### config.mk
export PLATFORM = sky130hd
export DESIGN_NAME = lrpst_top
export DESIGN_NICKNAME = d
export VERILOG_FILES = /design/src/logic/lrpst_pkg.sv /design/src/logic/lrpst_pattern_gen.sv /design/src/logic/lrpst_top.sv
export SDC_FILE = /design/constraint.sdc
export NUM_CORES = 1
export LEC_CHECK = 0
export ABC_AREA = 1
export BUFFER_PORTS_ARGS = -buffer_cell sky130_fd_sc_hd__buf_2
export CAP_MARGIN = 20
export CORE_UTILIZATION = 39
export CTS_BUF_LIST = sky130_fd_sc_hd__clkbuf_2
export DETAILED_ROUTE_END_ITERATION = 16
export PLACE_DENSITY = 0.63
export SLEW_MARGIN = 20
export SYNTH_ARGS = -nofsm -noshare
export SYNTH_HDL_FRONTEND = slang
export SYNTH_SLANG_ARGS = --single-unit
export TNS_END_PERCENT = 1
### constraint.sdc
create_clock -name pclk -period 3 [get_ports pclk]
set_input_delay 0 -clock pclk [delete_from_list [all_inputs] [get_ports pclk]]
set_output_delay 0 -clock pclk [all_outputs]
set_load 0.05 [all_outputs]
### src/logic/lrpst_pkg.sv
`default_nettype none
package lrpst_pkg;
  // geometry
  localparam int LANES = 14;
  localparam int PORTS = 2;
  localparam int AW    = 12;

  // register byte offsets
  localparam logic [11:0] OFS_RING_A  = 12'h198;
  localparam logic [11:0] OFS_ERR_A   = 12'h19c;
  localparam logic [11:0] OFS_CTL_A   = 12'h1a0;
  localparam logic [11:0] OFS_RING_B  = 12'h298;
  localparam logic [11:0] OFS_ERR_B   = 12'h29c;
  localparam logic [11:0] OFS_CTL_B   = 12'h2a0;
  localparam logic [11:0] OFS_MODE    = 12'h300;
  localparam logic [11:0] OFS_IRQ_ST  = 12'h304;
  localparam logic [11:0] OFS_IRQ_MSK = 12'h308;
  localparam logic [11:0] OFS_RUN_ST  = 12'h30c;

  // pattern generator control word, msb first
  typedef struct packed {
    logic [5:0] overall_loop_count;
    logic [4:0] constant_gen_loops;
    logic       constant_gen_value;
    logic [6:0] periodic_gen_loops;
    logic [2:0] periodic_gen_period;
    logic [6:0] pattern_store_loops;
    logic [2:0] generator_order;
  } lrpst_ctl_t;

  // one receive beat: one bit per lane
  typedef struct packed {
    logic             valid;
    logic [LANES-1:0] lanes;
  } lrpst_rx_t;

  typedef enum logic [1:0] {GEN_STORE, GEN_PERIODIC, GEN_CONST} lrpst_gen_t;
  typedef enum logic {ST_IDLE, ST_RUN} lrpst_state_t;

  // reset values
  localparam lrpst_ctl_t CTL_RST = '{
    overall_loop_count:  6'h04,
    constant_gen_loops:  5'h00,
    constant_gen_value:  1'b0,
    periodic_gen_loops:  7'h19,
    periodic_gen_period: 3'h1,
    pattern_store_loops: 7'h19,
    generator_order:     3'h0
  };
  localparam logic [LANES-1:0] RING_RST    = 14'h0001;
  localparam logic [LANES-1:0] ERR_RST     = 14'h0000;
  localparam logic [23:0]      PAT_BUF_RST = 24'h02ccfd;

  // timing counts
  localparam logic [4:0] BIT_LAST   = 5'd23;
  localparam logic [2:0] PHASE_LAST = 3'd4;

  // mode register fields
  localparam int MODE_START = 0;
  localparam int MODE_SWAP  = 2;
  // irq bits: done per port, then error per port
  localparam int IRQ_DONE = 0;
  localparam int IRQ_ERR  = 2;
  localparam int IRQ_W    = 4;
endpackage
`default_nettype wire

### src/logic/lrpst_pattern_gen.sv
`default_nettype none
module lrpst_pattern_gen
  import lrpst_pkg::*;
(
  // clock and resets
  input  wire logic        clk,
  input  wire logic        rst_n,
  input  wire logic        clear,
  // control
  input  wire logic        start,
  input  wire logic        step,
  input  wire lrpst_ctl_t  cfg,
  input  wire logic [23:0] pat_buf,
  // pattern out
  output logic             exp_bit,
  output logic             bit_valid,
  output logic             busy,
  output logic             loop_end,
  output logic             done
);
  lrpst_state_t st_q;
  logic [1:0]   slot_q;
  logic [4:0]   bit_q;
  logic         frame_q;
  logic [6:0]   loop_q;
  logic [5:0]   pass_q;
  logic [2:0]   per_cnt_q;
  logic         per_val_q;
  lrpst_gen_t   gen;
  logic [6:0]   loops;
  logic [2:0]   half_m1;
  logic         skip;
  logic         slot_end;

  // generator type for a slot under the selected order
  function automatic lrpst_gen_t slot_gen(input logic [2:0] ord, input logic [1:0] s);
    lrpst_gen_t seq [3];
    unique case (ord)
      3'h1: seq = '{GEN_STORE, GEN_CONST, GEN_PERIODIC};
      3'h2: seq = '{GEN_PERIODIC, GEN_STORE, GEN_CONST};
      3'h3: seq = '{GEN_PERIODIC, GEN_CONST, GEN_STORE};
      3'h4: seq = '{GEN_CONST, GEN_STORE, GEN_PERIODIC};
      3'h5: seq = '{GEN_CONST, GEN_PERIODIC, GEN_STORE};
      default: seq = '{GEN_STORE, GEN_PERIODIC, GEN_CONST}; // reserved codes act as 000
    endcase
    return (s == 2'd0) ? seq[0] : (s == 2'd1) ? seq[1] : seq[2];
  endfunction

  // current slot's generator, loop count and period
  always_comb begin
    gen = slot_gen(cfg.generator_order, slot_q);
    unique case (gen)
      GEN_STORE:    loops = cfg.pattern_store_loops;
      GEN_PERIODIC: loops = cfg.periodic_gen_loops;
      default:      loops = {2'b00, cfg.constant_gen_loops};
    endcase
    unique case (cfg.periodic_gen_period)
      3'h2:    half_m1 = 3'd1;
      3'h3:    half_m1 = 3'd2;
      3'h4:    half_m1 = 3'd3;
      3'h6:    half_m1 = 3'd5;
      default: half_m1 = 3'd0;
    endcase
  end

  // a zero loop count skips its slot without sending a bit
  assign skip      = (st_q == ST_RUN) && (loops == 7'd0);
  assign bit_valid = (st_q == ST_RUN) && !skip;
  assign slot_end  = skip || (bit_valid && step && bit_q == BIT_LAST && frame_q && loop_q == loops - 7'd1);
  assign loop_end  = slot_end && slot_q == 2'd2;
  assign done      = (loop_end && pass_q == cfg.overall_loop_count - 6'd1) ||
                     (start && cfg.overall_loop_count == 6'd0);
  assign busy      = (st_q == ST_RUN);

  // expected bit before lane inversion
  always_comb begin
    unique case (gen)
      GEN_STORE:    exp_bit = pat_buf[bit_q];
      GEN_PERIODIC: exp_bit = per_val_q;
      default:      exp_bit = cfg.constant_gen_value;
    endcase
  end

  // sequencer: bits, frames, loops, slots, passes
  always_ff @(posedge clk or negedge rst_n) begin
    if (!rst_n) begin
      st_q      <= ST_IDLE;
      slot_q    <= 2'd0;
      bit_q     <= 5'd0;
      frame_q   <= 1'b0;
      loop_q    <= 7'd0;
      pass_q    <= 6'd0;
      per_cnt_q <= 3'd0;
      per_val_q <= 1'b0;
    end else if (clear) begin
      st_q <= ST_IDLE;
    end else if (start) begin
      st_q      <= (cfg.overall_loop_count == 6'd0) ? ST_IDLE : ST_RUN;
      slot_q    <= 2'd0;
      bit_q     <= 5'd0;
      frame_q   <= 1'b0;
      loop_q    <= 7'd0;
      pass_q    <= 6'd0;
      per_cnt_q <= 3'd0;
      per_val_q <= 1'b0;
    end else if (slot_end) begin
      bit_q     <= 5'd0;
      frame_q   <= 1'b0;
      loop_q    <= 7'd0;
      per_cnt_q <= 3'd0;
      per_val_q <= 1'b0;
      slot_q    <= loop_end ? 2'd0 : slot_q + 2'd1;
      if (loop_end) begin
        pass_q <= pass_q + 6'd1;
        if (done) begin
          st_q <= ST_IDLE;
        end
      end
    end else if (bit_valid && step) begin
      // two 24-bit frames make one loop
      bit_q <= (bit_q == BIT_LAST) ? 5'd0 : bit_q + 5'd1;
      if (bit_q == BIT_LAST) begin
        frame_q <= ~frame_q;
        if (frame_q) begin
          loop_q <= loop_q + 7'd1;
        end
      end
      per_cnt_q <= (per_cnt_q == half_m1) ? 3'd0 : per_cnt_q + 3'd1;
      if (per_cnt_q == half_m1) begin
        per_val_q <= ~per_val_q;
      end
    end
  end
endmodule
`default_nettype wire

### src/logic/lrpst_top.sv
`default_nettype none
module lrpst_top
  import lrpst_pkg::*;
(
  // clock and resets
  input  wire logic        pclk,
  input  wire logic        presetn,
  input  wire logic        warm_rst,
  // apb slave
  input  wire logic [11:0] paddr,
  input  wire logic        psel,
  input  wire logic        penable,
  input  wire logic        pwrite,
  input  wire logic [31:0] pwdata,
  output logic [31:0]      prdata,
  output logic             pready,
  output logic             pslverr,
  // receive lanes per port
  input  wire lrpst_rx_t   rx_a,
  input  wire lrpst_rx_t   rx_b,
  // interrupt
  output logic             irq
);
  // registers: ring, error, control and phase one set per port; mode, irq and read data shared
  logic [LANES-1:0] ring_q [PORTS];
  logic [LANES-1:0] err_q  [PORTS];
  lrpst_ctl_t       ctl_q  [PORTS];
  logic [1:0]       swap_q;
  logic [IRQ_W-1:0] irq_st_q;
  logic [IRQ_W-1:0] irq_msk_q;
  logic [2:0]       phase_q [PORTS];
  logic [31:0]      prdata_q;

  // generator side
  lrpst_rx_t        rx [PORTS];
  logic [PORTS-1:0] start;
  logic [PORTS-1:0] exp_bit;
  logic [PORTS-1:0] bit_valid;
  logic [PORTS-1:0] busy;
  logic [PORTS-1:0] loop_end;
  logic [PORTS-1:0] done;
  logic [PORTS-1:0] chk;
  logic [LANES-1:0] miss [PORTS];
  logic [PORTS-1:0] new_err;

  // bus decode
  logic        wr_en;
  logic        setup;
  logic        hit;
  logic [31:0] rd_mux;
  logic [PORTS-1:0] wr_ring;
  logic [PORTS-1:0] wr_ctl;

  assign rx[0] = rx_a;
  assign rx[1] = rx_b;

  // access phase completes at once; setup cycle registers read data
  assign setup   = psel && !penable;
  assign wr_en   = psel && penable && pwrite;
  assign pready  = 1'b1;
  assign pslverr = psel && penable && !hit;
  assign prdata  = prdata_q;

  assign wr_ring[0] = wr_en && paddr == OFS_RING_A;
  assign wr_ring[1] = wr_en && paddr == OFS_RING_B;
  assign wr_ctl[0]  = wr_en && paddr == OFS_CTL_A;
  assign wr_ctl[1]  = wr_en && paddr == OFS_CTL_B;

  // start pulses come from the mode register write
  assign start = (wr_en && paddr == OFS_MODE) ? pwdata[MODE_START +: PORTS] : '0;

  // read mux; unmapped offsets read zero and flag pslverr
  always_comb begin
    hit    = 1'b1;
    rd_mux = 32'h0000_0000;
    unique case (paddr)
      OFS_RING_A:  rd_mux = {18'h0, ring_q[0]};
      OFS_ERR_A:   rd_mux = {18'h0, err_q[0]};
      OFS_CTL_A:   rd_mux = ctl_q[0];
      OFS_RING_B:  rd_mux = {18'h0, ring_q[1]};
      OFS_ERR_B:   rd_mux = {18'h0, err_q[1]};
      OFS_CTL_B:   rd_mux = ctl_q[1];
      OFS_MODE:    rd_mux = {28'h0, swap_q, 2'b00};
      OFS_IRQ_ST:  rd_mux = {28'h0, irq_st_q};
      OFS_IRQ_MSK: rd_mux = {28'h0, irq_msk_q};
      OFS_RUN_ST:  rd_mux = {30'h0, busy};
      default:     hit = 1'b0;
    endcase
  end

  // read data is captured in the setup cycle, stable through access
  always_ff @(posedge pclk or negedge presetn) begin
    if (!presetn) begin
      prdata_q <= 32'h0000_0000;
    end else if (setup && !pwrite) begin
      prdata_q <= rd_mux;
    end
  end

  // one generator per port
  for (genvar p = 0; p < PORTS; p++) begin : g_port
    lrpst_pattern_gen u_gen (
      .clk       (pclk),
      .rst_n     (presetn),
      .clear     (warm_rst),
      .start     (start[p]),
      .step      (rx[p].valid),
      .cfg       (ctl_q[p]),
      .pat_buf   (PAT_BUF_RST),
      .exp_bit   (exp_bit[p]),
      .bit_valid (bit_valid[p]),
      .busy      (busy[p]),
      .loop_end  (loop_end[p]),
      .done      (done[p])
    );

    // compare only the lanes of the current modulo-5 subgroup
    assign chk[p] = rx[p].valid && bit_valid[p];
    for (genvar l = 0; l < LANES; l++) begin : g_lane
      assign miss[p][l] = chk[p] && (3'(l % 5) == phase_q[p]) &&
                          (rx[p].lanes[l] != (exp_bit[p] ^ ring_q[p][l]));
    end
    assign new_err[p] = |(miss[p] & ~err_q[p]);
  end

  // subgroup phase walks 0..4 on every checked beat
  always_ff @(posedge pclk or negedge presetn) begin
    if (!presetn) begin
      for (int p = 0; p < PORTS; p++) begin
        phase_q[p] <= 3'd0;
      end
    end else begin
      for (int p = 0; p < PORTS; p++) begin
        if (warm_rst || start[p]) begin
          phase_q[p] <= 3'd0;
        end else if (chk[p]) begin
          phase_q[p] <= (phase_q[p] == PHASE_LAST) ? 3'd0 : phase_q[p] + 3'd1;
        end
      end
    end
  end

  // inversion ring: write loads, end of pass rotates left
  // warm reset leaves it alone so a failing lane can be read back
  always_ff @(posedge pclk or negedge presetn) begin
    if (!presetn) begin
      for (int p = 0; p < PORTS; p++) begin
        ring_q[p] <= RING_RST;
      end
    end else begin
      for (int p = 0; p < PORTS; p++) begin
        if (loop_end[p]) begin
          ring_q[p] <= {ring_q[p][LANES-2:0], ring_q[p][LANES-1]};
        end else if (wr_ring[p]) begin
          ring_q[p] <= pwdata[LANES-1:0];
        end
      end
    end
  end

  // lane error status: sticky, read only, cleared by a new start
  always_ff @(posedge pclk or negedge presetn) begin
    if (!presetn) begin
      for (int p = 0; p < PORTS; p++) begin
        err_q[p] <= ERR_RST;
      end
    end else begin
      for (int p = 0; p < PORTS; p++) begin
        if (start[p]) begin
          err_q[p] <= ERR_RST;
        end else begin
          err_q[p][LANES-2:0] <= err_q[p][LANES-2:0] | miss[p][LANES-2:0];
          err_q[p][LANES-1]   <= err_q[p][LANES-1] | miss[p][LANES-1];
        end
      end
    end
  end

  // generator control words
  always_ff @(posedge pclk or negedge presetn) begin
    if (!presetn) begin
      for (int p = 0; p < PORTS; p++) begin
        ctl_q[p] <= CTL_RST;
      end
    end else begin
      for (int p = 0; p < PORTS; p++) begin
        if (wr_ctl[p]) begin
          ctl_q[p] <= pwdata;
        end
      end
    end
  end

  // swap mode is stored for software only; the ring ignores it
  always_ff @(posedge pclk or negedge presetn) begin
    if (!presetn) begin
      swap_q <= 2'b00;
    end else if (wr_en && paddr == OFS_MODE) begin
      swap_q <= pwdata[MODE_SWAP +: PORTS];
    end
  end

  // interrupt mask
  always_ff @(posedge pclk or negedge presetn) begin
    if (!presetn) begin
      irq_msk_q <= '0;
    end else if (warm_rst) begin
      irq_msk_q <= '0;
    end else if (wr_en && paddr == OFS_IRQ_MSK) begin
      irq_msk_q <= pwdata[IRQ_W-1:0];
    end
  end

  // interrupt status: write one clears, a same-cycle event wins
  always_ff @(posedge pclk or negedge presetn) begin
    if (!presetn) begin
      irq_st_q <= '0;
    end else if (warm_rst) begin
      irq_st_q <= '0;
    end else begin
      irq_st_q <= (irq_st_q & ~((wr_en && paddr == OFS_IRQ_ST) ? pwdata[IRQ_W-1:0] : '0))
                | {new_err, done};
    end
  end

  // level interrupt while any unmasked status bit is set
  assign irq = |(irq_st_q & irq_msk_q);

endmodule
`default_nettype wire

==> reports/results.tsv, run 1 <==
stage	metric	value	unit
outcome	status	finished with violations	
outcome	failing checks	negative setup slack	
placed_design	Placement Cell Area	15200	sq um
cts	CTS tree	yes	
global_route	GRT Util Overall	25.6	%
sta	Worst-Margin Slew	1.04	ns
drt	DRT Wirelength	46000	um
setup_path	worst path bufs/invs	2	
sta	fin crit period	3.21	ns
cells_and_area	share of cells above drive strength 1	21.3	%
die	core area	33900	sq um
cts	worst-skew pair later-pin latency	0.95	ns
yosys	number of synthesized flops with an enable pin	0	
setup_path	worst-path cell chain	ha_4 -> nand2_1 -> nand2_1 -> nand2_2 -> nand3_4 -> nor3_4 -> nor2_4 -> ha_4 -> or2_4 -> nand4_1 -> nor2_1 -> nand3_1 -> nor2_1 -> nand2_1 -> nor2_1 -> nand3_1 -> nand2_2 -> nand2_4 -> nor2_4 -> buf_12 -> clkbuf_16 -> nand2_4 -> nand3_2	
global_route	initial antenna violation count	1	
die	initial core utilization	40.0	%
yosys	Mapped Cells	1803	
yosys	Mapped Nets	1911	
drt	Via Count	13800	
cts	CTS buffer count	60	
setup_path	largest stage delay on the critical path	0.43	ns
setup_path	Worst Setup Start Kind	flop	
cts	clk root buf	clkbuf_2	
pwr	Net Sw Frac	29.3	%
pwr	Peak VDD IR	253	uV
sta	Final Cycle Share	107	%
yosys	Yosys warning count	0	
global_route	largest net degree at the start of global routing	68	
global_route	first-pass GRT wire length	71400	um
sta	slew margin rel.	30.3	%
yosys	Cell Area, Synth	13500	sq um
cells_and_area	highest-count cells in the layout ignoring fill and taps	419 x nand2_1, 211 x nand3_1, 210 x inv_1	
cts	Worst-path clk slew	0.12	ns
hold_path	hold path cells	6	
sta	final setup vio count	69	
drt	drt pass-1 iters	7	
global_route	vias in the first global route	13300	
cells_and_area	area of the multi-input gates	7210	sq um
setup_path	critical path class	flop to flop	
cells_and_area	Final nets	2257	
sta	Final WS setup	-0.214	ns
die	DIE WIDTH	188	um
cells_and_area	commonest non-fill, non-tap cell in the layout	nand2_1	
setup_path	CP arrival	4.09	ns
cells_and_area	# fillers	3245	
flow_run	# Max-Cap Violations	0	
hold_path	Hold Path Class	primary input to flop	
cells_and_area	fin area	17600	sq um
die	height of the die	188	um
placed_design	Final GP Congestion	0.908	
pwr	Pwr per Cell Area	325	nW/um^2
die	I/O pin total	115	
sta	RSZ-0062 raised after global routing	yes	
yosys	most used flip-flop cell after synthesis	dfrtp_1	
yosys	post-synthesis sequential area ratio	40.8	%
sta	max-slew violations	0	
setup_path	Worst Path Required	3.88	ns
cts	clock sinks	220	
pwr	Clk pwr share	39.1	%
sta	fmax	0.311	GHz
placed_design	IO Port Bufs	113	
setup_path	reg2reg path depth	23	
placed_design	dpl hpwl	32100	um
yosys	Mean Syn Cell Area	7.51	sq um
sta	Layout Skew	0.0631	ns
pwr	combinational fraction of design power	8.7	%
cells_and_area	P&R area growth vs syn	30.0	%
cells_and_area	register area	5530	sq um
yosys	Seq cells post-synth	220	
global_route	total grt overflow	0	
setup_path	crit end category	flop	
setup_path	Crit-path slowest cell	dfrtp_1	
drt	Routed wire per std cell	17.4	um
pwr	P_leak	8.80	nW
drt	ANT nets after route	0	
die	Die ar.	35500	sq um
setup_path	R2R setup slack	-0.21	ns
pwr	switching power	1.68	mW
cts	Longest Clk Path Bufs	3	
sta	Fin. Hold Viols	0	
drt	Vias/cell	5.22	
die	number of core rows	67	
pwr	sequential share of power	52.1	%
drt	DR iter-0 viols	1405	
setup_path	Worst path top cell family by delay	simple AND/OR/NAND/NOR gates	
sta	setup TNS	-5.72	ns
yosys	library cells used by synthesis	54	
setup_path	critical path peak fanout	6	
setup_path	Levels on crit path	23	
drt	DRC viols	0	
pwr	internal power	4.04	mW
yosys	FFs w/ async S/R, synth	100	%
cts	CTS H-tree depth	2	
==> flip-flops by register name, indices dropped and copies added (netlist names) <==
signal and count:
ring_q 28, irq_st_q 4, phase_q 6, swap_q 2, ctl_q 64, g_port.u_gen.bit_q 10, g_port.u_gen.slot_q 4, g_port.u_gen.pass_q 12
g_port.u_gen.loop_q 14, prdata 32, g_port.u_gen.per_val_q 2, err_q 28, g_port.u_gen.busy 2, g_port.u_gen.per_cnt_q 6, g_port.u_gen.frame_q 2, irq_msk_q 4
==> layer usage <==
layer  global-route usage [%]  routed length (um)  part of all wire (%)
met4                     9.09                1580                   3.4
met1                     34.4               19900                    43
met5                        0                   0                     0
met2                     40.9               20800                    45
met3                     5.08                3770                   8.2
==> tightest hold or removal path, delay by kind of cell <==
kind                      cells  cell delay [ns]
xor gates and xnor gates      2             0.20
and+or+nand+nor               1             0.08
buffers and inverters         2             0.64
AOI/OAI and AO/OA             1             0.06
==> worst paths after layout <==
kind,start,endpoint
hold reg to reg,prdata[28],prdata[28]
hold / removal,rx_b[5],err_q[5]
min in group asynchronous,presetn,ctl_q[34]
max in group asynchronous,presetn,ctl_q[63]
setup / recovery,ctl_q[34],ring_q[16]
setup reg to reg,ctl_q[34],ring_q[16]
==> cells by family (layout without fill, tap and decap cells) <==
kind of cell             after synthesis  after routing  share of synthesized area (%)
AO/OA/AOI/OAI                        248            248                           10.5
XOR/XNOR                              98             98                           6.34
adder cells (fa/ha/maj)               28             28                           2.59
buffers and inverters                293            689                           8.55
flip-flops                           220            220                           40.8
other                                  1              2                         0.0277
AND/OR/NAND/NOR                      915            915                           31.1
==> cells in the mapped netlist, types with 8 or more instances <==
| master | n | share of area, % |
|---|---|---|
| nand4_1 | 25 | 1.2 |
| nand2_1 | 444 | 12 |
| nand2_2 | 15 | 0.69 |
| o21a_1 | 12 | 0.67 |
| nor2_1 | 106 | 2.9 |
| o21ai_1 | 25 | 0.92 |
| nor3_1 | 33 | 1.2 |
| inv_2 | 16 | 0.44 |
| inv_1 | 213 | 5.9 |
| clkbuf_1 | 43 | 1.2 |
| o21ai_0 | 117 | 4.3 |
| xor2_1 | 65 | 4.2 |
| ha_1 | 28 | 2.6 |
| nand3_1 | 234 | 8.6 |
| nor2_4 | 8 | 0.67 |
| dfrtp_1 | 202 | 37 |
| buf_2 | 8 | 0.30 |
| dfstp_2 | 18 | 3.5 |
| nand3_2 | 11 | 0.81 |
| xnor2_1 | 33 | 2.1 |
| a21oi_1 | 35 | 1.3 |
| o22ai_1 | 23 | 1.1 |
==> per-stage QoR <==
step           power (mW)  instances  util (%)  hold slack (ns)  setup slack (ns)
6_report             5.72       2648      52.0           0.0686            -0.214
5_1_grt              5.98       2648      52.0           0.0607            -0.457
4_1_cts              5.77       2641      51.0           0.0190            -0.131
3_5_place_dp         3.40       2393      45.0          0.00859            -0.220
3_3_place_gp         3.40       2393      45.0          0.00643            -0.144
2_1_floorplan        3.18       1803         -           -0.296           0.00150
==> power groups by stage <==
stage | Clock (mW) | Combinational, mW | Sequential, mW
after global routing | 2.45 | 0.538 | 2.98
after global placement | 0 | 0.357 | 3.04
after CTS | 2.30 | 0.489 | 2.98
final | 2.24 | 0.499 | 2.98
after detailed placement | 0 | 0.358 | 3.04
after floorplan | 0 | 0.147 | 3.04
==> final cells by class <==
class | count | share of cell area [%]
Clock buffer | 83 | 2.36
Tap cell | 448 | 3.18
Timing Repair Buffer | 348 | 16.4
Antenna cell | 1 | 0.0142
Multi-Input combinational cell | 1290 | 40.9
Clock inverter | 29 | 0.824
Inverter | 229 | 4.89
Sequential cell | 220 | 31.4
==> what timing repair did <==
item                       4_1_cts  5_1_grt
hold buffers                   132        0
setup endpoints to repair       83       94
setup buffers                    3        3
pin swaps                        9       31
gates cloned                     1        3
hold endpoints to repair       433        0
resized for setup               22       61
No activity file was read; power rests on OpenSTA's default activity.
==> run 2: changes to the inputs <==
--- a/constraint.sdc
+++ b/constraint.sdc
@@ -3,2 +3,2 @@
 set_output_delay 0 -clock pclk [all_outputs]
-set_load 0.05 [all_outputs]
+set_load 0.01 [all_outputs]
==> reports/results.tsv, run 2 (synthesis gave the netlist of run 1 again) <==
stage	metric	value	unit	change
outcome	status	finished with violations		
outcome	failing checks	negative setup slack		
drt	ANT nets after route	0		unchanged
sta	Final Cycle Share	107	%	-0.39 points
setup_path	crit end category	flop		
setup_path	R2R setup slack	-0.20	ns	about the same
setup_path	reg-to-reg startpoint	ctl_q[34]		
cells_and_area	Final nets	2258		+0.044%
sta	Worst-Margin Slew	1.06	ns	+0.0146 ns
pwr	Pwr per Cell Area	325	nW/um^2	about the same
hold_path	Hold Path Class	primary input to flop		
placed_design	Placement Cell Area	15200	sq um	unchanged
placed_design	Final GP Congestion	0.908		unchanged
cells_and_area	# fillers	3238		-0.22%
cts	worst-skew pair later-pin latency	0.96	ns	about the same
setup_path	critical path class	flop to flop		
die	DIE WIDTH	188	um	unchanged
cts	clock sinks	220		unchanged
hold_path	Hold Crit Start	rx_b[5]		
sta	slew margin rel.	29.3	%	-0.98 points
sta	final setup vio count	66		-4.3%
cells_and_area	Largest Register	ctl_q		
sta	Fin. Hold Viols	0		unchanged
die	initial core utilization	40.0	%	unchanged
cells_and_area	P&R area growth vs syn	30.2	%	about the same
setup_path	reg2reg path depth	23		unchanged
cts	Longest Clk Path Bufs	3		unchanged
drt	DRC viols	0		unchanged
sta	max-slew violations	0		unchanged
pwr	Peak VDD IR	253	uV	about the same
cts	Worst-path clk slew	0.11	ns	about the same
setup_path	Worst Setup SP	ctl_q[34]		
drt	drt pass-1 iters	6		-1
setup_path	Worst Path Required	3.89	ns	about the same
drt	Via Count	13800		+0.28%
die	core area	33900	sq um	unchanged
die	Die ar.	35500	sq um	unchanged
cells_and_area	number of flip-flops under the largest register name	64		unchanged
die	number of core rows	67		unchanged
sta	fin crit period	3.20	ns	-0.0118 ns
drt	Routed wire per std cell	17.3	um	-0.24%
drt	DR iter-0 viols	1282		-8.8%
flow_run	# Max-Cap Violations	0		unchanged
die	height of the die	188	um	unchanged
cts	CTS tree	yes		
global_route	largest net degree at the start of global routing	68		unchanged
cts	CTS buffer count	60		unchanged
global_route	vias in the first global route	13300		+0.083%
die	I/O pin total	115		unchanged
pwr	P_leak	8.79	nW	about the same
sta	RSZ-0062 raised after global routing	yes		
global_route	first-pass GRT wire length	71100	um	-0.41%
placed_design	IO Port Bufs	113		unchanged
placed_design	dpl hpwl	32100	um	unchanged
global_route	initial antenna violation count	1		unchanged
pwr	Pwr Total	5.73	mW	about the same
sta	fmax	0.312	GHz	+0.37%
cells_and_area	commonest non-fill, non-tap cell in the layout	nand2_1		
hold_path	hold path cells	6		unchanged
cells_and_area	fin area	17600	sq um	about the same
drt	DRT Wirelength	45900	um	-0.20%
cts	CTS H-tree depth	2		unchanged
setup_path	Worst Setup Start Kind	flop		
cells_and_area	highest-count cells in the layout ignoring fill and taps	418 x nand2_1, 211 x nand3_1, 209 x inv_1		
cells_and_area	share of cells above drive strength 1	21.5	%	+0.22 points
global_route	GRT Util Overall	25.5	%	-0.099 points
cts	clk root buf	clkbuf_2		
sta	Layout Skew	0.0683	ns	+0.00520 ns
setup_path	RR Endpoint	ring_q[16]		
hold_path	WHS Endpoint	err_q[5]		
setup_path	critical path peak fanout	6		unchanged
setup_path	CP arrival	4.09	ns	about the same
drt	Vias/cell	5.23		+0.24%
global_route	total grt overflow	0		unchanged
sta	Final WS setup	-0.203	ns	+0.0118 ns
## run 2: how the worst max path moves through the flow
| stage | slack (ns) | cells past startpoint | end |
|---|---|---|---|
| 3_3_place_gp | -0.14 | 23 | g_port[1].u_gen.pass_q[5] |
| 2_1_floorplan | 0.002 | 22 | ring_q[10] |
| 3_5_place_dp | -0.22 | 23 | g_port[1].u_gen.pass_q[0] |
| 4_1_cts | -0.13 | 24 | ring_q[8] |
| 5_1_grt | -0.46 | 23 | ring_q[16] |
| 6_report | -0.20 | 23 | ring_q[16] |
## run 2: timing repair
action | CTS | global route
buffers inserted | 3 | 3
hold buffers | 132 | 1
resized for setup | 22 | 65
hold endpoints to repair | 433 | 3
pin swaps | 9 | 32
endpoints found under the setup margin | 83 | 95
cloned | 1 | 3
## run 2: power breakdown
group | switching (mW) | total, mW | leakage, nW | internal, mW
sequential | 0.00981 | 2.98 | 2.90 | 2.97
combinational | 0.275 | 0.496 | 5.47 | 0.221
clock | 1.40 | 2.25 | 0.422 | 0.852
## run 2: per-stage QoR
stage / std cells / setup TNS, ns / setup slack (ns) / hold slack, ns / util (%)
2_1_floorplan: 1803 / 0 / 0.00150 / -0.296 / -
3_3_place_gp: 2393 / -3.72 / -0.144 / 0.00643 / 45.0
3_5_place_dp: 2393 / -11.02 / -0.220 / 0.00859 / 45.0
4_1_cts: 2641 / -6.84 / -0.131 / 0.0190 / 51.0
5_1_grt: 2649 / -27.88 / -0.457 / 0.0607 / 52.1
6_report: 2649 / -5.26 / -0.203 / 0.0415 / 52.1
## run 2: worst max-delay path, cell delays in order (launching register included)
cell and delay, ns:
dfrtp_1 0.43, ha_4 0.25, nand2_1 0.10, nand2_1 0.08, nand2_2 0.09, nand3_4 0.13, nor3_4 0.22, nor2_4 0.06
ha_4 0.26, or2_4 0.10, nand4_1 0.06, nor2_1 0.11, nand3_1 0.08, nor2_1 0.09, nand2_1 0.05, nor2_1 0.11
nand3_1 0.09, nand2_2 0.10, nand2_4 0.08, nor2_4 0.24, buf_12 0.15, clkbuf_16 0.14, nand2_4 0.04, nand3_2 0.07
## run 2: layer usage
| layer | global-route usage (%) | vias up | share of wire (%) |
|---|---|---|---|
| met2 | 40.6 | 612 | 45 |
| met1 | 34.4 | 6505 | 43 |
| met3 | 5.12 | 111 | 8.4 |
| met4 | 9.15 | 0 | 3.4 |
| met5 | 0 | - | 0 |
| li1 | - | 6620 | - |
## run 2: cell type report
type | instances | area [sq um] | area share, %
clock inverter | 29 | 145 | 0.823
multi-input combinational | 1290 | 7230 | 41.0
tap | 448 | 561 | 3.18
sequential | 220 | 5530 | 31.4
inverter | 229 | 862 | 4.89
clock buffer | 83 | 415 | 2.36
timing repair buffer | 349 | 2890 | 16.4
antenna | 1 | 2.50 | 0.0142
==> run 3: changes to the inputs <==
Settings changed: PLACE_DENSITY 0.63 to 0.61.
Clock period 3 ns to 3.7 ns, I/O delays scaled along.
==> reports/results.tsv, run 3 (synthesis gave the netlist of run 1 again) <==
stage	metric	value	unit	change
die	DIE WIDTH	188	um	unchanged
setup_path	critical path peak fanout	6		unchanged
placed_design	Placement Cell Area	14600	sq um	-3.8%
cells_and_area	commonest non-fill, non-tap cell in the layout	nand2_1		
cts	CTS H-tree depth	2		unchanged
cts	Longest Clk Path Bufs	3		unchanged
flow_run	# Max-Cap Violations	0		unchanged
die	height of the die	188	um	unchanged
setup_path	CP arrival	4.19	ns	+0.10 ns
placed_design	placed instance count	2328		-2.7%
pwr	Peak VDD IR	179	uV	-29%
global_route	GRT Util Overall	25.3	%	-0.24 points
setup_path	CP endpoint	g_port[1].u_gen.pass_q[4]		
placed_design	dpl hpwl	32000	um	-0.21%
cts	CTS tree	yes		
drt	ANT nets after route	0		unchanged
setup_path	Worst Path Required	4.46	ns	+0.57 ns
cts	clk root buf	clkbuf_2		
sta	Worst-Margin Slew	1.10	ns	+0.0371 ns
setup_path	critical path class	flop to flop		
drt	drt pass-1 iters	5		-1
drt	Routed wire per std cell	17.4	um	+0.21%
drt	DRC viols	0		unchanged
setup_path	crit end category	flop		
sta	fmax	0.291	GHz	-6.8%
drt	Via Count	13400		-3.0%
cts	CTS buffer count	61		+1.7%
global_route	initial antenna violation count	1		unchanged
cells_and_area	share of cells above drive strength 1	17.1	%	-4.4 points
setup_path	reg-to-reg startpoint	ctl_q[1]		
cells_and_area	Largest Register	ctl_q		
setup_path	Worst Setup Start Kind	flop		
hold_path	Hold Crit Start	rx_b[1]		
sta	Fin. Hold Viols	0		unchanged
sta	Layout Skew	0.114	ns	+0.0453 ns
drt	Vias/cell	5.21		-0.34%
drt	DRT Wirelength	44800	um	-2.5%
sta	max-slew violations	0		unchanged
cells_and_area	number of flip-flops under the largest register name	64		unchanged
cts	Worst-path clk slew	0.10	ns	about the same
global_route	largest net degree at the start of global routing	114		+68%
hold_path	Hold Path Class	primary input to flop		
die	initial core utilization	40.0	%	unchanged
pwr	P_leak	8.32	nW	-5.4%
global_route	total grt overflow	0		unchanged
sta	slew margin rel.	26.7	%	-2.6 points
setup_path	reg2reg path depth	24		+4.3%
setup_path	R2R setup slack	0.26	ns	+0.47 ns
sta	fin crit period	3.44	ns	+0.233 ns
sta	worst hold margin	0.0727	ns	+0.0312 ns
pwr	Pwr per Cell Area	278	nW/um^2	-14%
placed_design	IO Port Bufs	113		unchanged
die	number of core rows	67		unchanged
setup_path	RR Endpoint	g_port[1].u_gen.pass_q[4]		
cells_and_area	fin area	16600	sq um	-5.7%
setup_path	Worst Setup SP	ctl_q[1]		
die	Die ar.	35500	sq um	unchanged
outcome	status	complete, no violations		
die	I/O pin total	115		unchanged
cells_and_area	Final nets	2187		-3.1%
sta	final setup vio count	0		-100%
cts	worst-skew pair later-pin latency	0.94	ns	-0.02 ns
cts	clock sinks	220		unchanged
cells_and_area	Non-Filler Instances	2578		-2.7%
cells_and_area	P&R area growth vs syn	22.8	%	
cells_and_area	highest-count cells in the layout ignoring fill and taps	440 x nand2_1, 231 x nand3_1, 212 x inv_1		
placed_design	Final GP Congestion	0.942		+3.7%
die	core area	33900	sq um	unchanged
sta	Final Cycle Share	92.9	%	-14 points
drt	DR iter-0 viols	1163		-9.3%
global_route	first-pass GRT wire length	70800	um	-0.42%
global_route	vias in the first global route	12800		-3.3%
hold_path	hold path cells	6		unchanged
## run 3: changes by cell type in the layout (fill, tap and decap cells not counted), moves of 6 or more
| cell | before | now |
|---|---|---|
| clkinv_2 | 8 | 2 |
| buf_4 | 84 | 35 |
| nand3_2 | 32 | 13 |
| dlygate4sd3_1 | 131 | 125 |
| buf_12 | 9 | 1 |
| nand2_2 | 37 | 15 |
| clkbuf_2 | 83 | 99 |
| nand2_1 | 418 | 440 |
| nand3_1 | 211 | 231 |
| clkinv_1 | 20 | 9 |
## run 3: power breakdown
group | leakage (nW) | internal, mW | switching, mW
Sequential | 2.90 | 2.41 | 0.00786
Combinational | 4.97 | 0.172 | 0.219
Clock | 0.446 | 0.711 | 1.10
## run 3: layout make-up
cell class	count	area [sq um]
tap	448	561
fill	3350	17200
clock buffer	99	495
timing repair buffer	277	2160
multi-input combinational	1290	6950
antenna	1	2.50
clock inverter	14	65.1
inverter	229	863
sequential	220	5530
## run 3: worst max-delay path: stages, from the launching register on
cell     delay (ns)
dfrtp_1        0.41
inv_2          0.12
ha_1           0.26
nand2_1        0.10
nand2_1        0.06
nand2_1        0.10
nand3_4        0.14
nor2_4         0.20
nand2_2        0.08
nand3_2        0.09
ha_1           0.25
nand2_1        0.06
inv_1          0.04
nor4_1         0.25
nand3_1        0.11
nor2_1         0.11
nand2_1        0.07
nor2_2         0.09
nand3_2        0.11
nand2_2        0.11
nand2_2        0.11
nand2_4        0.12
nand2_2        0.11
nand2_1        0.10
nand2_1        0.06
## run 3: metal layers
metal	vias to the layer above	routed length, um	GRT usage, %
met5	-	0	0
met1	6370	19800	34.2
met2	492	20600	41.3
li1	6486	-	-
met3	83	3090	3.93
met4	0	1240	8.28
## run 3: how the worst min path moves through the flow
stage	end	slack [ns]
after global placement	phase_q[1]	0.18
final	err_q[1]	0.07
after floorplan	ctl_q[0]	-0.30
after global routing	err_q[11]	0.04
after CTS	err_q[6]	0.001
after detailed placement	err_q[11]	0.18
## run 3: per-stage QoR
| step | power (mW) | setup slack [ns] | TNS [ns] | util (%) |
|---|---|---|---|---|
| 2_1_floorplan | 2.58 | 0.617 | 0 | - |
| 3_3_place_gp | 2.74 | 0.329 | 0 | 43.2 |
| 3_5_place_dp | 2.74 | 0.271 | 0 | 43.2 |
| 4_1_cts | 4.68 | 0.156 | 0 | 48.7 |
| 5_1_grt | 4.83 | -0.0159 | -0.0159 | 49.1 |
| 6_report | 4.62 | 0.264 | 0 | 49.1 |
## run 3: repair_timing
action / in CTS / in global routing
gates resized for setup: 0 / 18
buffers inserted: 0 / 10
setup endpoints to repair: 0 / 58
hold buffers: 126 / 0
hold endpoints to repair: 408 / 0
